<file path="config.mk">
export PLATFORM = sky130hd
export DESIGN_NAME = srt_top
export DESIGN_NICKNAME = d
export VERILOG_FILES = /design/src/shared/srt_pkg.sv /design/src/srt_top.sv /design/src/srt_clkdiv.sv
export VERILOG_INCLUDE_DIRS = /design/src /design/src/shared
export SDC_FILE = /design/constraint.sdc
export NUM_CORES = 1
export LEC_CHECK = 0
export ABC_CLOCK_PERIOD_IN_PS = 2800
export BUFFER_PORTS_ARGS = -buffer_cell sky130_fd_sc_hd__buf_2
export CAP_MARGIN = 20
export CORE_MARGIN = 2
export CORE_UTILIZATION = 55
export DETAILED_ROUTE_END_ITERATION = 16
export MAX_ROUTING_LAYER = met4
export PLACE_DENSITY = 0.8
export SLEW_MARGIN = 10
export SYNTH_ARGS = -nofsm -noshare
export SYNTH_HDL_FRONTEND = slang
export SYNTH_HIERARCHICAL = 1
export SYNTH_SLANG_ARGS = --single-unit
</file>
<file path="constraint.sdc">
create_clock -name clk -period 2.8 [get_ports clk]
set_clock_uncertainty 0.05 [all_clocks]
set_input_delay 0.56 -clock clk [delete_from_list [all_inputs] [get_ports clk]]
set_output_delay 0.56 -clock clk [all_outputs]
set_load 0.02 [all_outputs]
</file>
<file path="src/shared/srt_map.svh">
`ifndef SRT_MAP_SVH
`define SRT_MAP_SVH

// register indices; byte address is four times the index
`define SRT_IDX_CTRL     8'ha0
`define SRT_IDX_STATUS   8'ha1
`define SRT_IDX_DIV      8'ha2
`define SRT_IDX_DATA     8'ha3
`define SRT_IDX_MASK     8'ha4

// control fields
`define SRT_CTRL_EN      0
`define SRT_CTRL_MASTER  1
`define SRT_CTRL_CPOL    2
`define SRT_CTRL_CPHA    3
`define SRT_CTRL_NSS_LO  4
`define SRT_CTRL_NSS_HI  5
`define SRT_NSSMD_RESET  2'h1

// status fields
`define SRT_ST_DONE      0
`define SRT_ST_WRITE_COLLISION_FLAG      1
`define SRT_ST_TRANSMIT_BUFFER_EMPTY_FLAG     2
`define SRT_ST_BUSY      3

`define SRT_DIV_RESET    8'h00
`define SRT_DATA_RESET   8'h00
`define SRT_EDGES        5'h10

// timing
`define SRT_CLK_NS       25
`define SRT_TSEZ_NS      100
`define SRT_TSLH_MIN_NS  150
`define SRT_TSLH_MAX_NS  200
`define SRT_TSEZ_CYC     (`SRT_TSEZ_NS / `SRT_CLK_NS)
`define SRT_TSLH_CYC     ((`SRT_TSLH_MIN_NS + `SRT_CLK_NS - 1) / `SRT_CLK_NS)
`define SRT_TSLH_MAX_CYC (`SRT_TSLH_MAX_NS / `SRT_CLK_NS)
`endif

</file>
<file path="src/shared/srt_pkg.sv">
package srt_pkg;
	typedef enum logic [1:0] {
		PH_IDLE,
		PH_RUN,
		PH_TAIL
	} srt_phase_t;

	typedef struct packed {
		logic        en;
		logic        master;
		logic        cpol;
		logic        cpha;
		logic [1:0]  nssmd;
		logic [7:0]  div;
		logic [7:0]  txbuf;
		logic [7:0]  rxbuf;
		logic [7:0]  sr;
		logic [7:0]  rxsr;
		logic        flag_done;
		logic        flag_write_collision_flag;
		logic [1:0]  mask;
		logic        transmit_buffer_empty_flag;
		srt_phase_t  ph;
		logic [4:0]  edge_cnt;
		logic        lvl;
		logic [3:0]  tail_cnt;
		logic        sclk_prev;
		logic        nss_prev;
		logic        oe;
		logic        ack;
		logic [31:0] rdata;
		logic [8:0]  gap;
	} srt_state_t;
endpackage : srt_pkg

</file>
<file path="src/srt_top.sv">
// Our own choice: the Avalon-MM register port.
`timescale 1ns/10ps
`include "srt_map.svh"
module srt_top (
	input  wire logic         clk,
	input  wire logic         nrst,
	input  wire logic [9:0]   address,
	input  wire logic         read,
	input  wire logic         write,
	input  wire logic [31:0]  writedata,
	input  wire logic [3:0]   byteenable,
	output logic [31:0]       readdata,
	output logic              waitrequest,
	output logic              irq,
	input  wire logic         sclk_in,
	output logic              sclk_out,
	output logic              sclk_oe,
	input  wire logic         mosi_in,
	output logic              mosi_out,
	output logic              mosi_oe,
	input  wire logic         miso_in,
	output logic              miso_out,
	output logic              miso_oe,
	input  wire logic         nss_in,
	output logic              nss_out,
	output logic              nss_oe
);
	import srt_pkg::*;

	localparam int OE_MAX   = `SRT_TSEZ_CYC;
	localparam int TAIL_MIN = `SRT_TSLH_CYC;
	localparam int TAIL_MAX = `SRT_TSLH_MAX_CYC;
	localparam logic [3:0] TAIL_LAST = 4'(`SRT_TSLH_CYC - 1);

	logic [1:0]  rst_q;
	logic        rst_n;
	srt_state_t  s;
	srt_state_t  n;
	logic        tick;
	logic [7:0]  idx;
	logic        req;
	logic        wr_go;
	logic        wr_data;
	logic        busy;
	logic        sel;
	logic        slave_on;
	logic        m_edge;
	logic        edge_ev;
	logic        lead;
	logic        sample;
	logic        din;
	logic        last_edge;
	logic        tail_load;
	logic        nss_fell;
	logic        nss_rose;
	logic        m_start;

	// reset release through two flops
	always_ff @(posedge clk or negedge nrst) begin
		if (!nrst) begin
			rst_q <= 2'h0;
		end else begin
			rst_q <= {rst_q[0], 1'b1};
		end
	end
	assign rst_n = rst_q[1];

	srt_clkdiv #(
		.W(8)
	) u_div (
		.clk  (clk),
		.rst_n(rst_n),
		.en   (s.en && s.master && (s.ph == PH_RUN)),
		.div  (s.div),
		.tick (tick)
	);

	always_comb begin
		idx       = address[9:2];
		req       = read || write;
		wr_go     = write && s.ack && byteenable[0];
		wr_data   = wr_go && (idx == `SRT_IDX_DATA);
		busy      = (s.ph != PH_IDLE);
		sel       = (s.nssmd != 2'h1) || !nss_in;
		slave_on  = s.en && !s.master && sel;
		nss_fell  = s.nss_prev && !nss_in && (s.nssmd == 2'h1);
		nss_rose  = !s.nss_prev && nss_in && (s.nssmd == 2'h1);
		m_edge    = s.en && s.master && (s.ph == PH_RUN) && tick;
		edge_ev   = s.master ? m_edge : (slave_on && (sclk_in != s.sclk_prev)
			&& (s.ph != PH_TAIL));
		lead      = s.master ? !s.lvl : (sclk_in ^ s.cpol);
		sample    = lead ^ s.cpha;
		din       = s.master ? miso_in : mosi_in;
		last_edge = edge_ev && (s.edge_cnt == (`SRT_EDGES - 5'h1));
		tail_load = (s.ph == PH_TAIL) && (s.tail_cnt == TAIL_LAST);
		m_start   = wr_data && !busy && s.en && s.master;

		n           = s;
		n.sclk_prev = sclk_in;
		n.nss_prev  = nss_in;
		n.oe        = slave_on;
		n.gap       = m_edge ? 9'h000 : 9'(s.gap + 9'h001);

		// bus slave: request seen, answer one cycle later
		n.ack = req && !s.ack;
		if (req && !s.ack) begin
			case (idx)
				`SRT_IDX_CTRL: begin
					n.rdata = {26'h0, s.nssmd, s.cpha, s.cpol, s.master, s.en};
				end
				`SRT_IDX_STATUS: begin
					n.rdata = {28'h0, busy, s.transmit_buffer_empty_flag, s.flag_write_collision_flag, s.flag_done};
				end
				`SRT_IDX_DIV: begin
					n.rdata = {24'h0, s.div};
				end
				`SRT_IDX_DATA: begin
					n.rdata = {24'h0, s.rxbuf};
				end
				`SRT_IDX_MASK: begin
					n.rdata = {30'h0, s.mask};
				end
				default: begin
					n.rdata = 32'h0;
				end
			endcase
		end

		if (wr_go) begin
			case (idx)
				`SRT_IDX_CTRL: begin
					n.en     = writedata[`SRT_CTRL_EN];
					n.master = writedata[`SRT_CTRL_MASTER];
					n.cpol   = writedata[`SRT_CTRL_CPOL];
					n.cpha   = writedata[`SRT_CTRL_CPHA];
					n.nssmd  = writedata[`SRT_CTRL_NSS_HI:`SRT_CTRL_NSS_LO];
				end
				`SRT_IDX_STATUS: begin
					if (writedata[`SRT_ST_DONE]) begin
						n.flag_done = 1'b0;
					end
					if (writedata[`SRT_ST_WRITE_COLLISION_FLAG]) begin
						n.flag_write_collision_flag = 1'b0;
					end
				end
				`SRT_IDX_DIV: begin
					n.div = writedata[7:0];
				end
				`SRT_IDX_MASK: begin
					n.mask = writedata[1:0];
				end
				default: begin
				end
			endcase
		end

		if (wr_data) begin
			if (busy) begin
				n.flag_write_collision_flag = 1'b1;
			end else begin
				n.txbuf = writedata[7:0];
				n.sr    = writedata[7:0];
				n.transmit_buffer_empty_flag = 1'b0;
				if (s.en && s.master) begin
					n.ph       = PH_RUN;
					n.lvl      = 1'b0;
					n.edge_cnt = 5'h00;
					n.transmit_buffer_empty_flag    = 1'b1;
				end
			end
		end

		if (!s.master && nss_fell) begin
			n.sr       = s.txbuf;
			n.edge_cnt = 5'h00;
		end

		if (edge_ev) begin
			if (!s.master && (s.ph == PH_IDLE)) begin
				n.ph    = PH_RUN;
				n.transmit_buffer_empty_flag = 1'b1;
			end
			if (s.master) begin
				n.lvl = !s.lvl;
			end
			if (sample) begin
				n.rxsr = {s.rxsr[6:0], din};
			end else if (!(s.cpha && (s.edge_cnt == 5'h00))) begin
				n.sr = {s.sr[6:0], 1'b0};
			end
			n.edge_cnt = 5'(s.edge_cnt + 5'h01);
			if (last_edge) begin
				n.edge_cnt  = 5'h00;
				n.rxbuf     = n.rxsr;
				n.flag_done = 1'b1;
				if (s.master || !s.cpha) begin
					n.ph = PH_IDLE;
					if (!s.master) begin
						n.sr = s.txbuf;
					end
				end else begin
					n.ph       = PH_TAIL;
					n.tail_cnt = 4'h0;
				end
			end
		end

		if (s.ph == PH_TAIL) begin
			n.tail_cnt = 4'(s.tail_cnt + 4'h1);
			if (tail_load) begin
				n.sr = s.txbuf;
				n.ph = PH_IDLE;
			end
		end

		if (!s.en || (!s.master && (nss_rose || !sel))) begin
			if (!s.master || !s.en) begin
				n.ph       = PH_IDLE;
				n.edge_cnt = 5'h00;
				n.lvl      = 1'b0;
			end
		end
	end

	always_ff @(posedge clk or negedge rst_n) begin
		if (!rst_n) begin
			s           <= '0;
			s.nssmd     <= `SRT_NSSMD_RESET;
			s.div       <= `SRT_DIV_RESET;
			s.txbuf     <= `SRT_DATA_RESET;
			s.rxbuf     <= `SRT_DATA_RESET;
			s.transmit_buffer_empty_flag     <= 1'b1;
			s.ph        <= PH_IDLE;
			s.sclk_prev <= 1'b0;
			s.nss_prev  <= 1'b1;
		end else begin
			s <= n;
		end
	end

	assign waitrequest = req && !s.ack;
	assign readdata    = s.rdata;
	assign irq         = |({s.flag_write_collision_flag, s.flag_done} & s.mask);
	assign sclk_out    = s.lvl ^ s.cpol;
	assign sclk_oe     = s.en && s.master;
	assign mosi_out    = s.sr[7];
	assign mosi_oe     = s.en && s.master;
	assign miso_out    = s.sr[7];
	assign miso_oe     = s.oe;
	assign nss_out     = s.nssmd[0];
	assign nss_oe      = s.en && s.nssmd[1];
endmodule : srt_top

</file>
<file path="src/srt_clkdiv.sv">
`timescale 1ns/10ps
`include "srt_map.svh"
module srt_clkdiv #(
	parameter int W = 8
) (
	input  wire logic         clk,
	input  wire logic         rst_n,
	input  wire logic         en,
	input  wire logic [W-1:0] div,
	output logic              tick
);
	import srt_pkg::*;
	logic [W-1:0] cnt;
	logic [W-1:0] next_cnt;

	always_comb begin
		tick = en && (cnt == div);
		if (!en || tick) begin
			next_cnt = '0;
		end else begin
			next_cnt = cnt + W'(1);
		end
	end

	always_ff @(posedge clk or negedge rst_n) begin
		if (!rst_n) begin
			cnt <= '0;
		end else begin
			cnt <= next_cnt;
		end
	end
endmodule : srt_clkdiv

</file>
Yosys cells after proc, flatten, opt, wreduce, memory -nomap -nowiden

Cells that the tools add are included.

Reductions and logical operators: 51
Muxes and demuxes: 41
Bitwise gates (word level): 5
Equal/unequal tests: 15
Add/sub/neg operators: 3

Operators with widths:

| kind                | number |
|---|---|
| $mux 8              | 14 |
| $eq 8x8->1 const B  | 5 |
| $pmux 8 s5          | 1 |
| $mux 9              | 3 |
| $logic_and 1x1->1   | 23 |
| $mux 17             | 1 |
| $mux 4              | 4 |
| $mux 13             | 1 |
| $mux 2              | 5 |
| $reduce_and 2->1    | 5 |
| $logic_not 1->1     | 9 |
| $mux 1              | 9 |
| $add 8x1->8 const B | 1 |
| $eq 8x8->1          | 1 |
| $logic_or 1x1->1    | 7 |
| $mux 7              | 1 |
| $reduce_bool 2->1   | 3 |
| $add 5x1->5 const B | 1 |
| $eq 5x4->1 const B  | 1 |
| $logic_not 5->1     | 1 |
| $mux 5              | 1 |
| $add 4x1->4 const B | 1 |
| $eq 2x1->1 const B  | 2 |
| $eq 4x3->1 const B  | 1 |
| other kinds (11)    | 14 |

Word-level logic and storage cells: 140
Input port bits: 54
Output and inout port bits: 42
Register bits: 109

Depth between registers and ports, before layout

Word-level depth: 13
Depth in mapped cells: 10
Mapped depth without buffers: 8

By module

The synthesis kept the hierarchy.

Modules (own cells, without submodules):

| module     | cells each | instances | area an instance (µm²) | seq. area each (µm²) |
|---|---|---|---|---|
| srt_top    | 407        | 1         | 4142.7                 | 1930.6 |
| srt_clkdiv | 46         | 1         | 500.5                  | 200.2 |

Worst setup path after synthesis

Ideal clock, no wire load.

Kind: register -> register
From: register s[101] (netlist name)
To: register s[76] (netlist bit)
Buffers on the path: 0
Data arrival time: 2.364 ns
Period minus slack after synthesis: 2.540 ns
Path slack: 0.260 ns
Setup time: 0.126 ns
Cell stages (with the launch flop): 9
Data required time: 2.624 ns
Cell sequence: dfrtp_1 xor2_2 nor4_2 and3_1 and3_1 nor2_1 nor3_2 a211oi_1 a221o_1

RTL lines:

| item                 | line           | source |
|---|---|---|
| end signal, assigned | srt_top.sv:237 | `s <= n;` |
| end, declared        | srt_top.sv:37  | `srt_state_t s;` |

==> results by group <==
Status
  • Status: completed

Finish
  • Layout Cells excl Fill: 605
  • Layout cells sized above 1: 0.250
  • Core Util, Final: 0.617
  • Nets: 554
  • Diodes inserted: 0
  • Synth-to-layout area growth: 9.27%

Timing
  • Final worst slack: 93.3 ps
  • Final TNS setup: 0 ps
  • Max-slew violations: 0
  • Final Hold Fails: 0
  • Relative slew slack: 0.593
  • Period utilization: 0.967
  • RSZ-0062 raised after global routing: no
  • Fin crit period: 2710 ps
  • Max Freq: 0.369 GHz
  • Slew @ Worst Pin: 607 ps
  • Final setup violation count: 0

Detailed routing
  • Wire per inst: 16.1 µm
  • Initial DRC Count: 228
  • Drc violations: 0
  • DR vias/cell: 5.66
  • Initial DRT Pass Iterations: 5
  • Vias: 3426
  • Post-Route WL: 9750 µm
  • Routed Antenna Nets: 0

Die
  • Num ports: 96
  • Die area: 9190 µm²
  • Starting Density: 0.565
  • Core Region: 8220 µm²
  • Die H: 95.9 µm
  • Die Wd: 95.9 µm
  • Row count: 33

CTS
  • Worst-path clk slew: 90 ps
  • Root buf cell: clkbuf_8
  • Clk buf depth: 2
  • Clock Sinks: 85
  • CTS Buf Count: 9
  • Resize count post-CTS: 0
  • Clk_lat worst skew: 370 ps
  • TritonCTS clock tree: yes
  • CTS H-Tree Depth: 3

Setup path
  • CP max-delay cell: nor3_2
  • Reg-to-reg slack, setup: 90 ps
  • CP bufs+invs: 0
  • Crit path launch type: register
  • FF-to-FF Start: s[94]
  • Crit path max fanout: 7
  • CP max stage delay: 520 ps
  • Arrival @ worst endpoint: 2910 ps
  • Kind of critical path: register to register
  • Total stage count of the critical path: 8
  • Crit-path leading delay family: simple AND/OR/NAND/NOR gates
  • Critical Path End Type: register
  • Crit-path cells: xor2_1 -> nor4_2 -> and3_1 -> and3_1 -> nor2_1 -> nor3_2 -> a211oi_1 -> a221o_1
  • R2R Path End: s[76]
  • Most used cell, CP: and3_1
  • Required time worst endpoint: 3000 ps
  • R2R depth: 8

Power and ir drop
  • Worst vdd ir: 0.238 mV
  • Power Total: 2.39 mW
  • Pleak: 2.43 nW
  • Power per cell area: 471 nW/µm²

Placed design
  • RePlAce Congestion: 0.842
  • Pre-CTS setup slack: 172 ps
  • Post-DP HPWL: 7090 µm
  • Placed cell count: 587
  • IO buf count: 42

Synth
  • #FFs+latches synth: 85
  • Top cell type's share of synthesized area: 0.442
  • Mean area per synthesized cell: 10.2 µm²
  • Synth area leader: dfrtp_1
  • Post-Synthesis Cells: 453
  • Post-synthesis sequential area ratio: 0.459
  • Cell variety after synth: 67
  • Post-synth ARST share: 1.00
  • Synth Flop Type: dfrtp_1
  • Number of synthesized flops with an enable pin: 0
  • Synth warn: 6
  • Post-Syn Area: 4640 µm²
  • Synth top cells by count: dfrtp_1, nand2_1, buf_4, o21ai_0, nor2_1
  • Area contributors post-synth: dfrtp_1, buf_4, mux2_2
  • Count leader, synth: dfrtp_1

GRT
  • Vias in the first global route: 3286
  • Global route overflow: 0
  • First-pass GRT wire length: 16100 µm
  • Largest net degree at the start of global routing: 84
  • Initial antenna violation count: 0
  • GRT Total Usage: 0.240

Worst hold path
  • Worst hold-check path type: register to async pin

Job
  • Max-Cap Viols: 0
kinds of logic after synthesis:
| logic type | count (synthesis) | share of synthesized area |
|---|---|---|
| AND/OR/NAND/NOR | 146 | 0.169 |
| XOR/XNOR | 17 | 0.0369 |
| flip-flops | 85 | 0.459 |
| other | 2 | 0.00162 |
| buffers and inverters | 67 | 0.0881 |
| AO/OA/AOI/OAI | 94 | 0.138 |
| adder cells (fa/ha/maj) | 5 | 0.0135 |
| multiplexers | 37 | 0.0935 |
flip-flops by register name, indices dropped and copies added, names as in the netlist:
| register | count |
|---|---|
| s | 64 |
| readdata | 8 |
| u_div/cnt | 8 |
| rst_q | 2 |
| miso_oe | 1 |
| miso_out | 1 |
| nss_out | 1 |
final cells by class:
type / instances / area (µm²)
sequential: 85 / 2130
multi-input combinational: 324 / 2190
clock inverter: 5 / 60.1
inverter: 17 / 63.8
fill: 699 / 3140
timing repair buffer: 58 / 353
tap: 105 / 131
clock buffer: 11 / 141
cells in the final DEF, fill, tap and decap left out, types with 3 or more instances in the layout:
| cell | count |
|---|---|
| a221oi_1 | 3 |
| nand3_1 | 20 |
| ha_1 | 5 |
| buf_4 | 14 |
| a21oi_1 | 15 |
| inv_1 | 17 |
| o21ai_0 | 33 |
| dfrtp_1 | 81 |
| nor2_1 | 27 |
| xor2_1 | 12 |
| a22oi_1 | 3 |
| clkbuf_8 | 10 |
| conb_1 | 25 |
| mux2_2 | 21 |
| and2_1 | 6 |
| dfstp_2 | 3 |
| nor3_1 | 6 |
| buf_2 | 42 |
| a221o_1 | 6 |
| or3_1 | 4 |
| mux2i_1 | 13 |
| nand2_1 | 49 |
| a211oi_1 | 11 |
| nand4_1 | 3 |
| nor4_2 | 3 |
| or2_2 | 3 |
| o31ai_1 | 4 |
| mux4_2 | 3 |
| nor2b_1 | 3 |
worst max-delay path by stage:
stage / start / endpoint / slack [ps]
2_1_floorplan: rst_q[1] / miso_oe / 210
3_3_place_gp: s[101] / s[76] / 230
3_5_place_dp: s[94] / s[76] / 170
4_1_cts: s[94] / s[76] / 150
5_1_grt: u_div/cnt[5] / s[76] / 5
6_report: s[94] / s[76] / 90
per-layer routing:
metal / up-vias / routed length [µm] / GRT usage
met3: 18 / 471 / 0.0376
li1: 1620 / - / -
met1: 1684 / 4330 / 0.309
met4: 0 / 199 / 0.105
met2: 104 / 4750 / 0.378
met5: - / 0 / -
worst register-to-register path, stage by stage (launching register included):
cell	delay, ps
dfrtp_1	440
xor2_1	200
nor4_2	310
and3_1	270
and3_1	270
nor2_1	150
nor3_2	520
a211oi_1	110
a221o_1	280
through the flow:
step                      hold slack, ps  instance area [µm²]
after global routing                 190                 5070
after detailed placement             291                 4830
after CTS                            283                 5050
final                                162                 5070
after floorplan                      214                 4730
after global placement               287                 4830
power by group:
part / switching (mW) / leakage [nW] / internal, mW
logic: 0.135 / 1.23 / 0.0783
clock network: 0.451 / 0.0995 / 0.438
registers: 0.0261 / 1.10 / 1.26
what timing repair did:
item                      CTS  global route
buffers inserted            0             0
hold buffers                1             0
hold endpoints to repair    2             0
(Power assumes the default switching activity.)
